[src/rtl/rxdsw_pkg.sv]
// Constants, field layout and states of the receive descriptor engine
// Assumes a 32-bit host memory bus and a 32-bit register bus
package rxdsw_pkg;
    // ------------------------------------------------------------
    // Descriptor layout
    // ------------------------------------------------------------
    localparam int          OWN_BIT     = 31;
    localparam int          LEN_LSB     = 16;
    localparam int          LEN_W       = 15;
    localparam int          ES_BIT      = 15;
    localparam int          DE_BIT      = 14;
    localparam int          SRC_LSB     = 12;
    localparam int          RUNT_BIT    = 11;
    localparam int          MCAST_BIT   = 10;
    localparam int          WRAP_BIT    = 25;
    localparam int          CHAIN_BIT   = 24;
    localparam int          BS2_LSB     = 11;
    localparam int          BS_W        = 11;
    localparam int          POS_W       = 13;
    localparam logic [31:0] OFS_W1      = 32'h0000_0004;
    localparam logic [31:0] OFS_W2      = 32'h0000_0008;
    localparam logic [31:0] OFS_W3      = 32'h0000_000C;
    localparam logic [31:0] DESC_STRIDE = 32'h0000_0010;
    localparam logic [31:0] ALIGN_MASK  = 32'hFFFF_FFFC;
    localparam logic [14:0] RUNT_MIN    = 15'h0040;
    localparam logic [POS_W-1:0] WORD_BYTES = 13'h0004;
    // ------------------------------------------------------------
    // Register map
    // ------------------------------------------------------------
    localparam logic [7:0]  REG_CTRL    = 8'h00;
    localparam logic [7:0]  REG_POLL    = 8'h04;
    localparam logic [7:0]  REG_BASE    = 8'h08;
    localparam logic [7:0]  REG_CUR     = 8'h0C;
    localparam logic [7:0]  REG_ISTAT   = 8'h10;
    localparam logic [7:0]  REG_IMASK   = 8'h14;
    localparam int          CTRL_EN     = 0;
    localparam int          IRQ_W       = 3;
    localparam int          EV_DONE     = 0;
    localparam int          EV_UNAVAIL  = 1;
    localparam int          EV_TRUNC    = 2;
    // ------------------------------------------------------------
    // Engine states, Gray along the fetch/receive path
    // ------------------------------------------------------------
    typedef enum logic [3:0] {
        ST_IDLE  = 4'h0,
        ST_RD0   = 4'h1,
        ST_RD1   = 4'h3,
        ST_RD2   = 4'h2,
        ST_RD3   = 4'h6,
        ST_RECV  = 4'h7,
        ST_WDATA = 4'h5,
        ST_WSTAT = 4'h4
    } rxdsw_state_t;
endpackage

[src/rtl/rxdsw_stat_if.sv]
// Frame summary passed from the engine to the status word composer
// Assumes both ends sit in the same clock domain
`timescale 1ns/100ps
interface rxdsw_stat_if;
    logic [14:0] frame_len;
    logic        overflow;
    logic        crc_err;
    logic        late_coll;
    logic        too_long;
    logic        trunc;
    logic [1:0]  src_type;
    logic        mcast;
    logic [31:0] word0;
    modport engine (output frame_len, overflow, crc_err, late_coll, too_long,
                    output trunc, src_type, mcast, input word0);
    modport comp   (input frame_len, overflow, crc_err, late_coll, too_long,
                    input trunc, src_type, mcast, output word0);
endinterface

[src/rtl/rxdsw_status.sv]
// Builds the first descriptor word written back at the end of a frame
// Assumes the summary fields are held stable by the engine
`timescale 1ns/100ps
module rxdsw_status
    import rxdsw_pkg::*;
(
    // Frame summary in, status word out
    rxdsw_stat_if.comp st
);
    wire runt = st.frame_len < RUNT_MIN;
    wire err_sum = st.overflow | st.crc_err | st.late_coll
                 | st.too_long | runt | st.trunc;

    always_comb begin
        st.word0                        = '0;
        st.word0[OWN_BIT]               = 1'b0;
        st.word0[LEN_LSB+:LEN_W]        = st.frame_len;
        st.word0[ES_BIT]                = err_sum;
        st.word0[DE_BIT]                = st.trunc;
        st.word0[SRC_LSB+:2]            = st.src_type;
        st.word0[RUNT_BIT]              = runt;
        st.word0[MCAST_BIT]             = st.mcast;
        st.word0[ES_BIT-15]             = st.overflow;
        st.word0[ES_BIT-14]             = st.crc_err;
        st.word0[ES_BIT-9]              = st.late_coll;
        st.word0[ES_BIT-8]              = st.too_long;
    end
endmodule

[src/rtl/rxdsw_engine.sv]
// Receive descriptor engine: fetches descriptors, stores frames, writes status
// Assumes a classic Wishbone register port and a classic Wishbone memory master
`timescale 1ns/100ps
// What this block does
// - Descriptor is four words: status, control, two buffers
// - Fill only descriptors whose ownership bit is set
// - Report frame length with CRC in 30:16
// - Bit 15 ORs overflow, CRC, collision, long, runt, truncation
// - Truncate oversized frame, set bit 14
// - Bits 13:12 give frame source type
// - Bit 11 marks frames under 64 bytes
// - Bit 10 marks multicast destination
// - Wrap bit returns to list base address
// - Chain bit uses buffer two as next; wrap wins
module rxdsw_engine
    import rxdsw_pkg::*;
(
    // Clock and reset
    input  wire logic        clk_i,
    input  wire logic        reset_n_i,
    // Register port
    input  wire logic        wb_cyc_i,
    input  wire logic        wb_stb_i,
    input  wire logic        wb_we_i,
    input  wire logic [7:0]  wb_adr_i,
    input  wire logic [3:0]  wb_sel_i,
    input  wire logic [31:0] wb_dat_i,
    output logic [31:0]      wb_dat_o,
    output logic             wb_ack_o,
    // Host memory master
    output logic             m_cyc_o,
    output logic             m_stb_o,
    output logic             m_we_o,
    output logic [31:0]      m_adr_o,
    output logic [3:0]       m_sel_o,
    output logic [31:0]      m_dat_o,
    input  wire logic [31:0] m_dat_i,
    input  wire logic        m_ack_i,
    // Received byte stream with end-of-frame summary
    input  wire logic        rx_valid_i,
    input  wire logic [7:0]  rx_data_i,
    input  wire logic        rx_last_i,
    input  wire logic        rx_overflow_i,
    input  wire logic        rx_crc_err_i,
    input  wire logic        rx_late_coll_i,
    input  wire logic        rx_too_long_i,
    input  wire logic [1:0]  rx_source_i,
    output logic             rx_ready_o,
    // Interrupt
    output logic             irq_o
);
    // ------------------------------------------------------------
    // Byte-lane merge, used by the base and interrupt mask registers
    // ------------------------------------------------------------
    function automatic logic [31:0] lane_merge(input logic [31:0] old_v,
                                               input logic [31:0] new_v,
                                               input logic [3:0]  sel);
        logic [31:0] res;
        res = old_v;
        for (int b = 0; b < 4; b++) begin
            if (sel[b]) begin
                res[8*b+:8] = new_v[8*b+:8];
            end
        end
        return res;
    endfunction

    // ------------------------------------------------------------
    // State
    // ------------------------------------------------------------
    rxdsw_state_t      state;
    logic              enable;
    logic              poll_pend;
    logic [31:0]       base_addr;
    logic [31:0]       cur_addr;
    logic [IRQ_W-1:0]  irq_stat;
    logic [IRQ_W-1:0]  irq_mask;
    logic [31:0]       ctrl_word;
    logic [31:0]       buf1_addr;
    logic [31:0]       buf2_addr;
    logic [31:0]       pack;
    logic [1:0]        pack_cnt;
    logic [POS_W-1:0]  pos;
    logic              frame_end;
    logic              first_byte;
    logic [31:0]       bus_adr;
    logic [31:0]       bus_dat;
    rxdsw_stat_if      stat();

    rxdsw_status u_status (
        .st (stat)
    );

    // ------------------------------------------------------------
    // Register port decode
    // ------------------------------------------------------------
    wire        wb_req   = wb_cyc_i & wb_stb_i;
    wire        wb_fire  = wb_req & wb_ack_o;
    wire        wr_fire  = wb_fire & wb_we_i;
    wire        wr_ctrl  = wr_fire && wb_adr_i == REG_CTRL;
    wire        wr_poll  = wr_fire && wb_adr_i == REG_POLL;
    wire        wr_base  = wr_fire && wb_adr_i == REG_BASE;
    wire        wr_imask = wr_fire && wb_adr_i == REG_IMASK;
    wire        rd_istat = wb_fire && !wb_we_i && wb_adr_i == REG_ISTAT;
    wire [31:0] base_new = lane_merge(base_addr, wb_dat_i, wb_sel_i) & ALIGN_MASK;
    wire [31:0] mask_new = lane_merge(32'(irq_mask), wb_dat_i, wb_sel_i);
    logic [31:0] rd_mux;

    always_comb begin
        case (wb_adr_i)
            REG_CTRL:  rd_mux = {31'h0, enable};
            REG_BASE:  rd_mux = base_addr;
            REG_CUR:   rd_mux = cur_addr;
            REG_ISTAT: rd_mux = {{(32-IRQ_W){1'b0}}, irq_stat};
            REG_IMASK: rd_mux = {{(32-IRQ_W){1'b0}}, irq_mask};
            default:   rd_mux = 32'h0;
        endcase
    end

    // ------------------------------------------------------------
    // Descriptor decode
    // ------------------------------------------------------------
    wire [POS_W-1:0] size1 = POS_W'(ctrl_word[0+:BS_W]);
    wire [POS_W-1:0] size2 = POS_W'(ctrl_word[BS2_LSB+:BS_W]);
    wire             wrap  = ctrl_word[WRAP_BIT];
    wire             chain = ctrl_word[CHAIN_BIT];
    // In chained mode buffer two holds the link, so it carries no data
    wire [POS_W-1:0] cap   = chain ? size1 : size1 + size2;
    wire             room  = pos < cap;
    wire [31:0]      wr_adr = (pos < size1) ? buf1_addr + 32'(pos)
                                            : buf2_addr + 32'(pos - size1);
    wire [31:0]      next_desc = wrap  ? base_addr
                               : chain ? buf2_addr
                               : cur_addr + DESC_STRIDE;

    // ------------------------------------------------------------
    // Byte stream
    // ------------------------------------------------------------
    wire        in_recv  = state == ST_RECV;
    wire        take     = in_recv & rx_valid_i;
    wire [31:0] byte_pos = 32'(rx_data_i) << {pack_cnt, 3'b000};
    wire [31:0] next_pack = pack | byte_pos;
    wire        word_done = take & (pack_cnt == 2'h3 | rx_last_i);
    wire        bus_state = state inside {ST_RD0, ST_RD1, ST_RD2, ST_RD3, ST_WDATA, ST_WSTAT};
    wire        bus_done  = bus_state & m_ack_i;
    wire        ev_unavail = state == ST_RD0 & m_ack_i & ~m_dat_i[OWN_BIT];
    wire        ev_done    = state == ST_WSTAT & m_ack_i;
    wire        ev_trunc   = ev_done & stat.trunc;
    wire [IRQ_W-1:0] events = {ev_trunc, ev_unavail, ev_done};

    assign rx_ready_o = in_recv;
    assign m_cyc_o    = bus_state;
    assign m_stb_o    = bus_state;
    assign m_we_o     = state == ST_WDATA | state == ST_WSTAT;
    assign m_sel_o    = 4'hF;
    assign m_adr_o    = bus_adr;
    assign m_dat_o    = (state == ST_WSTAT) ? stat.word0 : bus_dat;
    assign irq_o      = |(irq_stat & irq_mask);

    // ------------------------------------------------------------
    // Register port
    // ------------------------------------------------------------
    always_ff @(posedge clk_i or negedge reset_n_i) begin
        if (!reset_n_i) begin
            wb_ack_o <= 1'b0;
            wb_dat_o <= 32'h0;
            enable   <= 1'b0;
            irq_mask <= '0;
            irq_stat <= '0;
        end else begin
            wb_ack_o <= wb_req & ~wb_ack_o;
            wb_dat_o <= rd_mux;
            if (wr_ctrl && wb_sel_i[0]) begin
                enable <= wb_dat_i[CTRL_EN];
            end
            if (wr_imask) begin
                irq_mask <= mask_new[IRQ_W-1:0];
            end
            // Clear only the bits the read returned; later events survive
            irq_stat <= (rd_istat ? irq_stat & ~wb_dat_o[IRQ_W-1:0] : irq_stat) | events;
        end
    end

    // ------------------------------------------------------------
    // Descriptor walk
    // ------------------------------------------------------------
    always_ff @(posedge clk_i or negedge reset_n_i) begin
        if (!reset_n_i) begin
            state     <= ST_IDLE;
            poll_pend <= 1'b0;
            base_addr <= 32'h0;
            cur_addr  <= 32'h0;
            ctrl_word <= 32'h0;
            buf1_addr <= 32'h0;
            buf2_addr <= 32'h0;
            bus_adr   <= 32'h0;
            bus_dat   <= 32'h0;
        end else begin
            if (wr_poll) begin
                poll_pend <= 1'b1;
            end
            if (wr_base) begin
                base_addr <= base_new;
                cur_addr  <= base_new;
            end
            case (state)
                ST_IDLE: begin
                    if (enable && poll_pend && !wr_base) begin
                        poll_pend <= wr_poll;
                        bus_adr   <= cur_addr;
                        state     <= ST_RD0;
                    end
                end
                ST_RD0: begin
                    if (m_ack_i) begin
                        if (m_dat_i[OWN_BIT]) begin
                            bus_adr <= cur_addr + OFS_W1;
                            state   <= ST_RD1;
                        end else begin
                            state   <= ST_IDLE;
                        end
                    end
                end
                ST_RD1: begin
                    if (m_ack_i) begin
                        ctrl_word <= m_dat_i;
                        bus_adr   <= cur_addr + OFS_W2;
                        state     <= ST_RD2;
                    end
                end
                ST_RD2: begin
                    if (m_ack_i) begin
                        buf1_addr <= m_dat_i & ALIGN_MASK;
                        bus_adr   <= cur_addr + OFS_W3;
                        state     <= ST_RD3;
                    end
                end
                ST_RD3: begin
                    if (m_ack_i) begin
                        buf2_addr <= m_dat_i & ALIGN_MASK;
                        state     <= ST_RECV;
                    end
                end
                ST_RECV: begin
                    if (word_done) begin
                        bus_adr <= room ? wr_adr : cur_addr;
                        bus_dat <= next_pack;
                        if (room) begin
                            state <= ST_WDATA;
                        end else if (rx_last_i) begin
                            bus_adr <= cur_addr;
                            state   <= ST_WSTAT;
                        end
                    end
                end
                ST_WDATA: begin
                    if (m_ack_i) begin
                        bus_adr <= cur_addr;
                        state   <= frame_end ? ST_WSTAT : ST_RECV;
                    end
                end
                ST_WSTAT: begin
                    if (m_ack_i) begin
                        if (!wr_base) begin
                            cur_addr <= next_desc;
                        end
                        // Keep walking the list until a host-owned word is met
                        poll_pend <= 1'b1;
                        state     <= ST_IDLE;
                    end
                end
                default: begin
                    state <= ST_IDLE;
                end
            endcase
        end
    end

    // ------------------------------------------------------------
    // Frame packing and summary
    // ------------------------------------------------------------
    always_ff @(posedge clk_i or negedge reset_n_i) begin
        if (!reset_n_i) begin
            pack           <= 32'h0;
            pack_cnt       <= 2'h0;
            pos            <= '0;
            frame_end      <= 1'b0;
            first_byte     <= 1'b1;
            stat.frame_len <= 15'h0;
            stat.overflow  <= 1'b0;
            stat.crc_err   <= 1'b0;
            stat.late_coll <= 1'b0;
            stat.too_long  <= 1'b0;
            stat.trunc     <= 1'b0;
            stat.src_type  <= 2'h0;
            stat.mcast     <= 1'b0;
        end else if (state == ST_RD3) begin
            pack           <= 32'h0;
            pack_cnt       <= 2'h0;
            pos            <= '0;
            frame_end      <= 1'b0;
            first_byte     <= 1'b1;
            stat.frame_len <= 15'h0;
            stat.trunc     <= 1'b0;
        end else begin
            if (take) begin
                stat.frame_len <= stat.frame_len + 15'h1;
                pack           <= word_done ? 32'h0 : next_pack;
                pack_cnt       <= word_done ? 2'h0 : pack_cnt + 2'h1;
                first_byte     <= 1'b0;
                if (first_byte) begin
                    stat.mcast <= rx_data_i[0];
                end
                if (word_done && !room) begin
                    stat.trunc <= 1'b1;
                end
                if (rx_last_i) begin
                    frame_end      <= 1'b1;
                    stat.overflow  <= rx_overflow_i;
                    stat.crc_err   <= rx_crc_err_i;
                    stat.late_coll <= rx_late_coll_i;
                    stat.too_long  <= rx_too_long_i;
                    stat.src_type  <= rx_source_i;
                end
            end
            if (state == ST_WDATA && bus_done) begin
                pos <= pos + WORD_BYTES;
            end
        end
    end
endmodule

[config.mk]
export PLATFORM = sky130hd
export DESIGN_NAME = rxdsw_engine
export DESIGN_NICKNAME = d
export VERILOG_FILES = /design/src/rtl/rxdsw_pkg.sv /design/src/rtl/rxdsw_stat_if.sv /design/src/rtl/rxdsw_status.sv /design/src/rtl/rxdsw_engine.sv
export SDC_FILE = /design/constraint.sdc
export NUM_CORES = 1
export LEC_CHECK = 0
export BUFFER_PORTS_ARGS = -buffer_cell sky130_fd_sc_hd__buf_2
export CORE_UTILIZATION = 60
export CTS_BUF_LIST = sky130_fd_sc_hd__clkbuf_8 sky130_fd_sc_hd__clkbuf_16
export CTS_CLUSTER_SIZE = 10
export DETAILED_ROUTE_END_ITERATION = 6
export PLACE_DENSITY_LB_ADDON = 0.3
export SLEW_MARGIN = 20
export SYNTH_ARGS = -nofsm -noshare
export SYNTH_HDL_FRONTEND = slang
export SYNTH_SLANG_ARGS = --single-unit
[constraint.sdc]
create_clock -name clk_i -period 6.9 [get_ports clk_i]
set_input_delay 1.38 -clock clk_i [delete_from_list [all_inputs] [get_ports clk_i]]
set_output_delay 1.38 -clock clk_i [all_outputs]
set_load 0.02 [all_outputs]
==> run summary <==
wire per inst = 22.9 um
synth warn = 0
number of synthesized flops with an enable pin = 0
Hold/Removal Path Class = flip-flop to flip-flop
crit share post-route = 73.6%
Slew headroom = 29.8%
top_reg_cell synth = dfrtp_1
row cnt = 67
hold slack = 474 ps
effective utilization at floorplan = 60.8%
IO Port Bufs = 199
clk sinks = 324
compound-gate portion of the synthesized area = 19.4%
CTS Buf Count = 40
Nets = 2,543
DRC violations left = 0
Post-CTS Resized = 0
FF+latch count, synth = 324
clk root buf = clkbuf_16
R2R depth = 20
Synth Instances = 2,240
I/O Pins = 204
crit end category = flip-flop
clock insertion delay at the later pin of the skew report = 560 ps
storage element area = 8110 um2
FFs w/ async S/R, synth = 100%
share of post-route cells with drive strength above 1 = 19.3%
Worst Setup Start Kind = flip-flop
WP data arrival = 5560 ps
Tightest Pin Transition = 1040 ps
Power Dens Cells = 458 nW/um2
Synth Area in Simple Gates = 15.4%
outcome = finished, final reports clean
CTS clock-pin slew for the worst setup and hold paths = 60 ps
VDD IR-drop max = 0.278 mV
RSZ-0062 raised after global routing = no
ANT cells = 0
fillcell total = 2,743
Setup violations, final = 0
setup bufs post-CTS = 0
clk_skew = 12.0 ps
CTS tree = yes
number of global-route vias before repair = 17,376
1st-pass router iterations = 7
largest family of logic cells by synthesized area = compound AO/OA/AOI/OAI gates
htree depth = 2
XOR/XNOR Fraction of Synth Area = 4.42%
setup_tns = 0 ps
gr ovfl total = 0
mux contribution to synthesized area = 12.0%
Layout area overhead = 11.8%
Layout Cells excl Fill = 2,829
Die X = 186 um
Final Max Tran Viols = 0
gpl congestion = 0.972
Die Ht = 186 um
post-synthesis sequential area ratio = 39.8%
area of the multi-input gates = 11,600 um2
hold path depth = 2
mapped cell area = 20,400 um2
max-cap viol count = 0
first-pass GRT wire length = 101,000 um
Final ANT Viol Nets = 0
adder-cell area share of the yosys netlist = 5.30%
total die area = 34,700 um2
final wirelength = 64,800 um
final core occ = 68.0%
Post-DP HPWL = 47,700 um
crit path time final = 5080 ps
Unique masters post-synth = 88
largest net degree at the start of global routing = 125
CP Class = flip-flop to flip-flop
vias post-DR = 18,324
Leakage = 0.0105 uW
fmax = 197 MHz
Hold Buf Count CTS = 0
DRT iter0 DRCs = 1,889
initial antenna violation count = 1
WP data required = 7380 ps
syn avg cell area = 9.11 um2
Cells after DPL = 2,766
post-DR vias/cell = 6.48
Clock Tree Buf Depth = 3
critical path peak fanout = 18
GRT Total Usage = 37.3%
core area = 33,500 um2
Hold Vio Cnt, Final = 0
==> registers in the layout, indices dropped and copies added, names as in the netlist, 11 cells and up <==
name            count
cur_addr           32
base_addr          30
pack               32
m_adr_o            32
pos                11
ctrl_word          24
wb_dat_o           32
bus_dat            32
buf2_addr          30
stat.frame_len     15
buf1_addr          30
==> per-stage QoR <==
stage	power, uW	worst slack, ps	instance area, um2
2_1_floorplan	6740	2290	20400
3_3_place_gp	8200	1950	21600
3_5_place_dp	8320	1880	21600
4_1_cts	10300	1850	22800
5_1_grt	11000	1410	22800
6_report	10400	1820	22800
==> kinds of logic (layout without fill, tap and decap cells) <==
logic type	count (synthesis)	after routing
compound gates	633	633
mux	225	225
simple gates	683	683
buf+inv	187	325
flops	324	324
fa+ha+maj	84	84
xor+xnor	103	103
other cells	1	4
==> power by group <==
group	leakage, uW	switching (uW)	internal (uW)
Clock	0.000631	815	1160
Sequential	0.00428	849	2410
Combinational	0.00559	3100	2100
Total	0.0105	4770	5670
==> synthesized netlist by cell type, drive strengths merged, types with 10 or more instances <==
master / number / area [um2]
dfrtp: 323 / 8080
nor2: 234 / 888
a21oi: 209 / 1050
nand2: 206 / 778
o21ai: 165 / 830
mux2: 155 / 1750
clkbuf: 103 / 394
ha: 80 / 1000
mux2i: 70 / 701
xnor2: 56 / 490
nand3: 52 / 265
nor3: 48 / 245
xor2: 47 / 412
inv: 42 / 158
buf: 41 / 203
o211ai: 32 / 240
a211oi: 30 / 230
and3: 29 / 183
a21o: 24 / 180
nor2b: 23 / 144
nand4: 22 / 153
o22ai: 17 / 106
a221oi: 15 / 138
a22o: 15 / 131
a22oi: 15 / 113
a31oi: 15 / 93.8
and2: 14 / 87.6
o31ai: 13 / 97.6
o21a: 11 / 82.6
or3: 11 / 68.8
nor4: 10 / 77.6
o2111ai: 10 / 87.6
==> routing by layer <==
metal  GRT usage (%)  share of wire (%)
met2            56.5                 44
met4            16.2                4.4
met5               0              0.026
met1            53.1                 43
met3            5.72                8.3
==> final cells by class <==
cell class | count | share of cell area (%)
inverters | 43 | 0.708
well taps | 448 | 2.46
clock inverters | 19 | 0.609
multi-input cells | 1732 | 50.9
flip-flops and latches | 324 | 35.6
repair buffers | 220 | 5.16
clock buffers | 43 | 4.62
==> worst max-delay path, stage by stage (launching register included) <==
cell and delay [ps]:
dfrtp_1 430, ha_1 250, fa_1 410, a21o_1 180, a21oi_1 210, o21bai_1 100, a21oi_1 230, o21bai_1 120
a21oi_1 190, xor2_1 150, nand2_1 60, o21ai_0 100, ha_1 270, a21o_1 160, a221oi_1 260, o21ai_0 150
a21o_1 450, nor2_4 390, nand2_1 210, or4_1 560, a31oi_1 140
==> placed cells by master, fill, tap and decap left out, types with 52 or more instances in the layout <==
master   instances
nand2_1        203
dfrtp_1        321
a21oi_1        208
buf_2          198
ha_1            80
mux2_2         155
mux2i_1         70
xnor2_1         56
inv_1           52
o21ai_0        160
nor2_1         230
==> final timing paths <==
check | from | end | slack, ps
max in group asynchronous | reset_n_i | ctrl_word[24]$_DFFE_PN0P_ | 4840
setup reg to reg | ctrl_word[0]$_DFFE_PN0P_ | m_adr_o[27]$_DFFE_PN0P_ | 1820
setup / recovery | ctrl_word[0]$_DFFE_PN0P_ | m_adr_o[27]$_DFFE_PN0P_ | 1820
min in group asynchronous | reset_n_i | cur_addr[11]$_DFF_PN0_ | 780
hold reg to reg | bus_dat[5]$_DFFE_PN0P_ | bus_dat[5]$_DFFE_PN0P_ | 470
hold / removal | bus_dat[5]$_DFFE_PN0P_ | bus_dat[5]$_DFFE_PN0P_ | 470
No activity file was read; power rests on OpenSTA's default activity.
